--- config.mk ---
export PLATFORM = sky130hd
export DESIGN_NAME = field_locked_audio_clock_gen
export DESIGN_NICKNAME = d
export VERILOG_FILES = /design/src/core/audio_clock_pkg.sv /design/src/core/pin_edge_sync.sv /design/src/core/field_locked_audio_clock_gen.sv
export SDC_FILE = /design/constraint.sdc
export NUM_CORES = 1
export LEC_CHECK = 0
export CORE_MARGIN = 10
export CORE_UTILIZATION = 60
export DETAILED_ROUTE_END_ITERATION = 10
export DONT_BUFFER_PORTS = 1
export GPL_TIMING_DRIVEN = 0
export PLACE_DENSITY = 0.88
export SYNTH_ARGS = -nofsm -noshare
export SYNTH_HDL_FRONTEND = slang
export SYNTH_HIERARCHICAL = 1
export SYNTH_SLANG_ARGS = --single-unit
--- constraint.sdc ---
create_clock -name clk -period 7.1 [get_ports clk]
set_clock_uncertainty 0.15 [all_clocks]
set_input_delay 1.42 -clock clk [delete_from_list [all_inputs] [get_ports clk]]
set_output_delay 1.42 -clock clk [all_outputs]
set_load 0.02 [all_outputs]
--- src/core/audio_clock_pkg.sv ---
// Shared constants and types for the field-locked audio clock generator
package audio_clock_pkg;
    localparam int ADDR_W = 8;
    localparam int DATA_W = 8;
    localparam int CPF_W = 18;
    localparam int INC_W = 22;
    localparam int ACC_W = 23;
    localparam int DIV_W = 6;
    localparam int TRIM_W = 16;
    localparam int ERR_W = 19;
    localparam logic [ERR_W-1:0] ERR_CLAMP = 19'h001FF;

    localparam logic [ADDR_W-1:0] OFS_CPF_LOW = 8'h30;
    localparam logic [ADDR_W-1:0] OFS_CPF_MID = 8'h31;
    localparam logic [ADDR_W-1:0] OFS_CPF_HIGH = 8'h32;
    localparam logic [ADDR_W-1:0] OFS_INC_LOW = 8'h34;
    localparam logic [ADDR_W-1:0] OFS_INC_MID = 8'h35;
    localparam logic [ADDR_W-1:0] OFS_INC_HIGH = 8'h36;
    localparam logic [ADDR_W-1:0] OFS_SERIAL_CLOCK_DIVIDER = 8'h38;
    localparam logic [ADDR_W-1:0] OFS_CHANNEL_CLOCK_DIVIDER = 8'h39;
    localparam logic [ADDR_W-1:0] OFS_CTRL = 8'h3A;

    localparam int BIT_LOOP_OPEN = 3;
    localparam int BIT_VREF_SEL = 2;
    localparam int BIT_CH_PHASE = 1;
    localparam int BIT_SER_PHASE = 0;

    localparam logic [CPF_W-1:0] RST_CPF = 18'h00000;
    localparam logic [INC_W-1:0] RST_INC = 22'h000000;
    localparam logic [DIV_W-1:0] RST_SERIAL_CLOCK_DIVIDER = 6'h00;
    localparam logic [DIV_W-1:0] RST_CHANNEL_CLOCK_DIVIDER = 6'h00;
    localparam logic [TRIM_W-1:0] RST_TRIM = 16'h0000;

    typedef struct packed {
        logic loop_open;
        logic vertical_ref_select;
        logic channel_clock_phase;
        logic serial_clock_phase;
    } ctrl_t;

    localparam ctrl_t RST_CTRL = 4'h0;

    typedef struct packed {
        logic rise;
        logic fall;
    } edges_t;
endpackage : audio_clock_pkg

--- src/core/pin_edge_sync.sv ---
// Two-stage synchroniser with edge detection for a pin input
`timescale 1ns/1ps
module pin_edge_sync
    import audio_clock_pkg::*;
(
    input wire logic clk,
    input wire logic rst,
    input wire logic pin,
    output edges_t edges
);
    logic meta_r;
    logic sync_r;
    logic last_r;

    always_ff @(posedge clk or posedge rst) begin
        if (rst) begin
            meta_r <= 1'b0;
            sync_r <= 1'b0;
            last_r <= 1'b0;
        end else begin
            meta_r <= pin;
            sync_r <= meta_r;
            last_r <= sync_r;
        end
    end

    assign edges.rise = sync_r & ~last_r;
    assign edges.fall = ~sync_r & last_r;
endmodule : pin_edge_sync

--- src/core/field_locked_audio_clock_gen.sv ---
// Field-locked audio master clock synthesiser and bit/channel clock dividers
`timescale 1ns/1ps
// What this block does
// - Lock master clocks per field to count
// - Nominal 22-bit phase step per crystal cycle
// - Master clock derived from crystal clock
// - Bit clock = master in over 2(div+1)
// - Channel clock = bit clock over 2*div
// - Loop closed when clear, open when set
// - Vertical reference internal or external select
// - Channel clock follows chosen bit clock edge
// - Bit clock follows chosen master input edge
// - Same sample count delivered every field
module field_locked_audio_clock_gen
    import audio_clock_pkg::*;
(
    input wire logic clk,
    input wire logic rst,
    input wire logic reg_wr,
    input wire logic [ADDR_W-1:0] reg_addr,
    input wire logic [DATA_W-1:0] reg_wdata,
    output logic [DATA_W-1:0] reg_rdata,
    input wire logic internal_vsync,
    input wire logic external_vsync,
    input wire logic audio_master_clock_in,
    output logic audio_master_clock_out,
    output logic audio_bit_clock,
    output logic audio_channel_clock
);
    logic [CPF_W-1:0] clocks_per_field_r;
    logic [INC_W-1:0] nominal_increment_r;
    logic [DIV_W-1:0] serial_clock_divider_r;
    logic [DIV_W-1:0] channel_clock_divider_r;
    ctrl_t ctrl_r;
    logic [ACC_W-1:0] acc_r;
    logic [ACC_W-1:0] step;
    logic [TRIM_W-1:0] trim_r;
    logic [CPF_W-1:0] count_r;
    logic [ERR_W-1:0] err;
    logic [ERR_W-1:0] err_lim;
    logic ivs_last_r;
    logic field_pulse;
    logic master_edge;
    logic bit_edge;
    logic [DIV_W-1:0] serial_clock_divider_cnt_r;
    logic [DIV_W-1:0] channel_clock_divider_cnt_r;
    logic bit_toggle;
    edges_t min_edges;
    edges_t vext_edges;

    pin_edge_sync u_min_sync (
        .clk(clk),
        .rst(rst),
        .pin(audio_master_clock_in),
        .edges(min_edges)
    );

    pin_edge_sync u_vext_sync (
        .clk(clk),
        .rst(rst),
        .pin(external_vsync),
        .edges(vext_edges)
    );

    // Subaddressed register writes
    always_ff @(posedge clk or posedge rst) begin
        if (rst) begin
            clocks_per_field_r <= RST_CPF;
            nominal_increment_r <= RST_INC;
            serial_clock_divider_r <= RST_SERIAL_CLOCK_DIVIDER;
            channel_clock_divider_r <= RST_CHANNEL_CLOCK_DIVIDER;
            ctrl_r <= RST_CTRL;
        end else if (reg_wr) begin
            case (reg_addr)
                OFS_CPF_LOW: clocks_per_field_r[7:0] <= reg_wdata;
                OFS_CPF_MID: clocks_per_field_r[15:8] <= reg_wdata;
                OFS_CPF_HIGH: clocks_per_field_r[17:16] <= reg_wdata[1:0];
                OFS_INC_LOW: nominal_increment_r[7:0] <= reg_wdata;
                OFS_INC_MID: nominal_increment_r[15:8] <= reg_wdata;
                OFS_INC_HIGH: nominal_increment_r[21:16] <= reg_wdata[5:0];
                OFS_SERIAL_CLOCK_DIVIDER: serial_clock_divider_r <= reg_wdata[DIV_W-1:0];
                OFS_CHANNEL_CLOCK_DIVIDER: channel_clock_divider_r <= reg_wdata[DIV_W-1:0];
                OFS_CTRL: ctrl_r <= reg_wdata[3:0];
                default: ;
            endcase
        end
    end

    // Registered read-back, unmapped reads as zero
    always_ff @(posedge clk or posedge rst) begin
        if (rst) begin
            reg_rdata <= 8'h00;
        end else begin
            case (reg_addr)
                OFS_CPF_LOW: reg_rdata <= clocks_per_field_r[7:0];
                OFS_CPF_MID: reg_rdata <= clocks_per_field_r[15:8];
                OFS_CPF_HIGH: reg_rdata <= {6'h00, clocks_per_field_r[17:16]};
                OFS_INC_LOW: reg_rdata <= nominal_increment_r[7:0];
                OFS_INC_MID: reg_rdata <= nominal_increment_r[15:8];
                OFS_INC_HIGH: reg_rdata <= {2'h0, nominal_increment_r[21:16]};
                OFS_SERIAL_CLOCK_DIVIDER: reg_rdata <= {2'h0, serial_clock_divider_r};
                OFS_CHANNEL_CLOCK_DIVIDER: reg_rdata <= {2'h0, channel_clock_divider_r};
                OFS_CTRL: reg_rdata <= {4'h0, ctrl_r};
                default: reg_rdata <= 8'h00;
            endcase
        end
    end

    // Field reference pulse
    always_ff @(posedge clk or posedge rst) begin
        if (rst) begin
            ivs_last_r <= 1'b0;
        end else begin
            ivs_last_r <= internal_vsync;
        end
    end
    assign field_pulse = ctrl_r.vertical_ref_select ? vext_edges.rise
                                                    : (internal_vsync & ~ivs_last_r);

    // Phase accumulator on the crystal clock
    assign step = ACC_W'({1'b0, nominal_increment_r} + {{(ACC_W-TRIM_W){trim_r[TRIM_W-1]}}, trim_r});
    always_ff @(posedge clk or posedge rst) begin
        if (rst) begin
            acc_r <= '0;
            audio_master_clock_out <= 1'b0;
        end else begin
            acc_r <= acc_r + step;
            audio_master_clock_out <= acc_r[ACC_W-1];
        end
    end

    // Count master clocks in each field
    always_ff @(posedge clk or posedge rst) begin
        if (rst) begin
            count_r <= '0;
        end else if (field_pulse) begin
            count_r <= '0;
        end else if (acc_r[ACC_W-1] & ~audio_master_clock_out) begin
            count_r <= count_r + 18'h00001;
        end
    end

    // Field error, clamped to keep the loop slow
    assign err = {1'b0, clocks_per_field_r} - {1'b0, count_r};
    always_comb begin
        err_lim = err;
        if (!err[ERR_W-1] && err > ERR_CLAMP) begin
            err_lim = ERR_CLAMP;
        end else if (err[ERR_W-1] && err < (~ERR_CLAMP + 19'h00001)) begin
            err_lim = ~ERR_CLAMP + 19'h00001;
        end
    end

    // Integrating trim, held at zero with loop open
    always_ff @(posedge clk or posedge rst) begin
        if (rst) begin
            trim_r <= RST_TRIM;
        end else if (ctrl_r.loop_open) begin
            trim_r <= RST_TRIM;
        end else if (field_pulse) begin
            trim_r <= trim_r + TRIM_W'(err_lim);
        end
    end

    // Bit clock divider on returned master clock
    assign master_edge = ctrl_r.serial_clock_phase ? min_edges.rise : min_edges.fall;
    // Compare with >= so a smaller divider written mid-count takes effect at once
    assign bit_toggle = master_edge && (serial_clock_divider_cnt_r >= serial_clock_divider_r);
    always_ff @(posedge clk or posedge rst) begin
        if (rst) begin
            serial_clock_divider_cnt_r <= '0;
            audio_bit_clock <= 1'b0;
        end else if (master_edge) begin
            if (bit_toggle) begin
                serial_clock_divider_cnt_r <= '0;
                audio_bit_clock <= ~audio_bit_clock;
            end else begin
                serial_clock_divider_cnt_r <= serial_clock_divider_cnt_r + 6'h01;
            end
        end
    end

    // Channel clock divider on chosen bit clock edge
    assign bit_edge = bit_toggle && (ctrl_r.channel_clock_phase ? ~audio_bit_clock
                                                                : audio_bit_clock);
    always_ff @(posedge clk or posedge rst) begin
        if (rst) begin
            channel_clock_divider_cnt_r <= '0;
            audio_channel_clock <= 1'b0;
        end else if (bit_edge && channel_clock_divider_r != 6'h00) begin
            if (channel_clock_divider_cnt_r + 6'h01 >= channel_clock_divider_r) begin
                channel_clock_divider_cnt_r <= '0;
                audio_channel_clock <= ~audio_channel_clock;
            end else begin
                channel_clock_divider_cnt_r <= channel_clock_divider_cnt_r + 6'h01;
            end
        end
    end
endmodule : field_locked_audio_clock_gen

Yosys cells after proc, flatten, opt, wreduce, memory -nomap -nowiden
Index checks and enable logic that the tools add are counted.

word-level totals
  output and inout bits = 11
  memory bits (read-only) = 0
  latch bits = 0
  bits in registers = 143
  logic and storage cells = 92
  memories kept = 0
  input port bits = 22
  memory bits (writable) = 0

cells by class
  multiply operators = 0
  order comparisons = 4
  muxes and demuxes = 12
  bitwise operators = 12
  shift-type cells = 0
  eq/ne operators = 9
  reduce and logical (&&, ||, !) cells = 20
  add/subtract/negate cells = 7
  div/mod/pow operators = 0

operators by type and width
  operator                                                        count
  equality test 8 x 6 -> 1 bit, second input constant             9
  one-hot mux 8 bit (9 select lines)                              1
  2-to-1 mux 16 bit                                               4
  2-to-1 mux 18 bit                                               2
  adder 22 x 23 -> 23 bit                                         1
  adder 23 bit                                                    1
  AND reduction 2 bit                                             11
  greater-than comparator 19 x 9 -> 1 bit, second input constant  1
  less-than comparator 19 bit, second input constant              1
  subtractor 18 x 18 -> 19 bit                                    1
  adder 18 x 1 -> 18 bit, second input constant                   1
  adder 16 bit                                                    1
  adder 6 x 1 -> 6 bit, second input constant                     2
  greater-or-equal comparator 6 bit                               2
  2-to-1 mux 6 bit                                                2
  NOT 1 bit                                                       7
  nonzero test 6 bit                                              1
  bitwise AND 1 bit                                               5
  logical AND 1 bit                                               5
  nonzero test 2 bit                                              2
  2-to-1 mux 1 bit                                                3
  logical NOT 1 bit                                               1

Logic depth before layout (Yosys ltp)
  word-level depth = 8
  mapped depth = 24
  gate-level depth less buffers = 23

Hierarchy
The synthesis kept the hierarchy.

modules (own cells, without submodules)
  module                        area an instance (um^2)  cells each  instances  sequential area each (um^2)
  field_locked_audio_clock_gen  9167.5                   941         1          3428.3
  pin_edge_sync                 93.8                     6           2          75.1

Worst setup path before layout
OpenSTA, ideal clock, no wires.

  kind = register to register
  start = register count_r[2]
  end = register trim_r[14]
  library setup time = 0.069 ns
  stages on the path, launching flop included = 22
  data required time = 6.881 ns
  clock period less this slack = 5.532 ns
  path buffers = 1
  path slack = 1.568 ns
  arrival time = 5.313 ns
  path through = dfrtp_1 > inv_1 > ha_1 > nor2b_4 > o31a_4 > o31ai_4 > a21oi_2 > o21a_1 > or4_1 > or4_1 > buf_2 > or3_4 > a22o_1 > fa_1 > o21ai_0 > a31oi_1 > o21bai_1 > a21oi_1 > o21ai_0 > a221oi_1 > or4_1 > nand3_1

on the way
  cells in the longest elaborated chain, start to end = 8
  elaborated cells on any way between the ends = 11
  classes of those cells = add/sub (2); order compare (2); mux (4); reduce/logical (3)

ends and longest elaborated chain
  item                            line                                 source
  from (decl)                     field_locked_audio_clock_gen.sv:38   logic [CPF_W-1:0] count_r;
  from (signal assigned)          field_locked_audio_clock_gen.sv:139  count_r <= count_r + 18'h00001;
  subtractor 18 x 18 -> 19 bit *  field_locked_audio_clock_gen.sv:144  assign err = {1'b0, clocks_per_field_r} - {1'b0, count_r};
  less-than comparator 19 bit     field_locked_audio_clock_gen.sv:149  end else if (err[ERR_W-1] && err < (~ERR_CLAMP + 19'h00001)) begin
  logical AND 1 bit               field_locked_audio_clock_gen.sv:149
  2-to-1 mux 16 bit               field_locked_audio_clock_gen.sv:149
  2-to-1 mux 16 bit *             field_locked_audio_clock_gen.sv:147  if (!err[ERR_W-1] && err > ERR_CLAMP) begin
  adder 16 bit *                  field_locked_audio_clock_gen.sv:161  trim_r <= trim_r + TRIM_W'(err_lim);
  2-to-1 mux 16 bit *             field_locked_audio_clock_gen.sv:160  end else if (field_pulse) begin
  2-to-1 mux 16 bit *             field_locked_audio_clock_gen.sv:158  end else if (ctrl_r.loop_open) begin
  to (signal assigned)            field_locked_audio_clock_gen.sv:161
  to (decl)                       field_locked_audio_clock_gen.sv:37   logic [TRIM_W-1:0] trim_r;

Mark *: on every way between the ends. The rest lies on a longest branch, timed or not. The select of a mux whose other input is x is not followed.
A chain may end at the register's enable or synchronous reset.

Worst setup path after layout
Same ends and word-level chain as after synthesis.

==> impl_metrics.csv <==
group,metric,value,unit
run,timing.max_cap.violations,0,
synth,syn_avg_cell_area,9.818,um^2
worst_setup_path,startpoint_type,"flop",
placed_design,hpwl,17040,um
placed_design,dp_cells,1164,
pwr,irDropWorstVdd,354.3,uV
clock_tree,htreeDepth,4,
clock_tree,cts_resized,0,
layout,fin_cells,1196,
worst_setup_path,crit_type,"flop to flop",
layout,fillers,1087,
synth,yosysWarnings,6,
die,start_util,61.25,%
die,row_count,45,
routing,first_pass_iters,6,
routing,drt_iter0_markers,849,
layout,layout_common_cells,"dfrtp_1, nor2_1, nand2_1, ha_1, a21oi_1",
clock_tree,clock_path_buffers,2,
clock_tree,cts.root.buffer_cell,"clkbuf_16",
placed_design,placed_area,0.009643,mm^2
worst_setup_path,critical_path_buf_inv_count,2,
clock_tree,cts-buffers-inserted,17,
worst_setup_path,slowest_delay,630,ps
pwr,p_leak,4.826,nW
clock_tree,clk_latency,440,ps
sta,period_share,92.00,%
sta,rsz0062_at_grt,"no",
routing,postRouteWirelength,23610,um
clock_tree,clkTransAtPathRegs,70,ps
global_route,gr-max-usage-layer,"met2",
die,die_width,144.8,um
die,core-area,0.01526,mm^2
clock_tree,postCtsSetupRepairBufs,0,
sta,finalSetupViolations,0,
layout,area_delta_synth_final,9.465,%
sta,fin_crit,6532,ps
routing,drtAntennaViolNets,0,
layout,post-route-cell-area,0.01023,mm^2
clock_tree,ctsHoldBuffers,0,
run_status,run_status,"complete, no violations",
worst_setup_path,critical_path.slowest_cell,"o221ai_1",
worst_setup_path,cp.arrival,6760,ps
pwr,pwr_density_cell,423.4,mW/mm^2
die,ioPinCount,33,
routing,routed_via_density,6.354,
synth,netlist_area,0.009346,mm^2
die,die_y,144.8,um
sta,tns,0,ps
routing,drc,0,
routing,wl_per_cell,19.74,um
layout,seqCellArea,0.003578,mm^2
sta,timing.fmax,153.1,MHz
synth,syn_inst,952,
sta,hold_slack,202.1,ps
worst_setup_path,crit_required,7330,ps
layout,n_antenna_cell,0,
sta,worst_slew_pin_slew,934.0,ps
global_route,grt_pass1_wl,38450,um
global_route,grt_pass1_vias,7624,
layout,nNetsFinal,1090,
sta,hold_viol,0,
global_route,overflow,0,
worst_setup_path,path_cells,"inv_1, ha_1, nor2b_4, o31a_4, o31ai_4, a21oi_2, o221ai_1, o31ai_1, or4_1, buf_2, or3_4, a22o_1, fa_1, o21ai_0, a31oi_1, o21bai_1, a21oi_1, o21ai_0, a221oi_1, or4_1, nand3_1",
die,dieArea,0.02097,mm^2
sta,slew_violations,0,
placed_design,numPortBuffers,0,
worst_setup_path,end_kind,"flop",
layout,multi_input_area,0.005440,mm^2
routing,num_vias,7599,
global_route,grtUsageTotal,23.62,%
hold_path,hold_class,"flop to flop",
global_route,use_met2,38.48,%
clock_tree,clkSinkCount,143,
synth,synth_fp_nets,1070,
global_route,grt_max_degree,84,
sta,max_slew_margin,37.73,%
worst_setup_path,crit_family,"compound AO/OA/AOI/OAI gates",
layout,final_common_cell,"dfrtp_1",
layout,drive_above_1_share,9.848,%
clock_tree,cts_tree,"done",
global_route,gr-usage-met3,6.486,%
global_route,antenna_found_initial,0,
worst_setup_path,crit_fanout,8,
global_route,grtUsageMet1,28.18,%
placed_design,place_congestion,0.9154,
registers in the layout, summed over array words and instances, names as in the netlist, 6 cells and up:
signal                       cells
nominal_increment_r             22
reg_rdata                        8
channel_clock_divider_cnt_r      6
channel_clock_divider_r          6
serial_clock_divider_cnt_r       6
serial_clock_divider_r           6
trim_r                          16
acc_r                           23
count_r                         18
clocks_per_field_r              18
path summary, 6_finish.rpt:
| check | from | endpoint | slack (ps) | cells after the start |
|---|---|---|---|---|
| max | count_r[2]$_DFFE_PP0P_ | trim_r[14]$_DFFE_PP0P_ | 570 | 21 |
| min | u_vext_sync/meta_r$_DFF_PP0_ | u_vext_sync/sync_r$_DFF_PP0_ | 200 | 0 |
| max reg2reg | count_r[2]$_DFFE_PP0P_ | trim_r[14]$_DFFE_PP0P_ | 570 | 21 |
| min reg2reg | u_vext_sync/meta_r$_DFF_PP0_ | u_vext_sync/sync_r$_DFF_PP0_ | 200 | 0 |
| max in group asynchronous | rst | count_r[5]$_DFFE_PP0P_ | 5270 | 2 |
| min in group asynchronous | rst | u_min_sync/meta_r$_DFF_PP0_ | 570 | 1 |
where the power goes:
part           internal, mW  switching (mW)  total [mW]
sequential            0.998           0.162        1.16
combinational          1.01            1.27        2.27
clock                 0.472           0.425       0.896
total                  2.48            1.85        4.33
per-stage QoR:
step | util (%) | worst slack, ps | total power [mW]
6_report | 67.05 | 567.7 | 4.332
5_1_grt | 67.05 | 204.9 | 4.629
4_1_cts | 67.05 | 681.2 | 4.300
3_5_place_dp | 63.20 | 799.5 | 3.348
3_3_place_gp | 62.98 | 464.6 | 3.220
2_1_floorplan | - | 1568 | 2.891
worst register-to-register path, cell delays in order, from the launching register on:
cell and delay, ps:
dfrtp_1 390, inv_1 150, ha_1 300, nor2b_4 160, o31a_4 300, o31ai_4 320, a21oi_2 150, o221ai_1 630
o31ai_1 190, or4_1 540, buf_2 180, or3_4 350, a22o_1 200, fa_1 430, o21ai_0 330, a31oi_1 190
o21bai_1 160, a21oi_1 120, o21ai_0 470, a221oi_1 210, or4_1 450, nand3_1 90
layer usage:
layer | routed length [um] | part of all wire, %
met1 | 9223 | 39
met2 | 11220 | 48
met3 | 2082 | 8.8
met4 | 1078 | 4.6
met5 | 0 | 0
layout make-up:
class | count | area share [%]
Sequential cell | 143 | 34.98
Inverter | 60 | 2.250
Tap cell | 211 | 2.580
Multi-Input combinational cell | 724 | 53.17
Timing Repair Buffer | 1 | 0.2690
Buffer | 25 | 1.003
Clock buffer | 17 | 4.158
Clock inverter | 15 | 1.590
No activity file was read; power rests on OpenSTA's default activity.
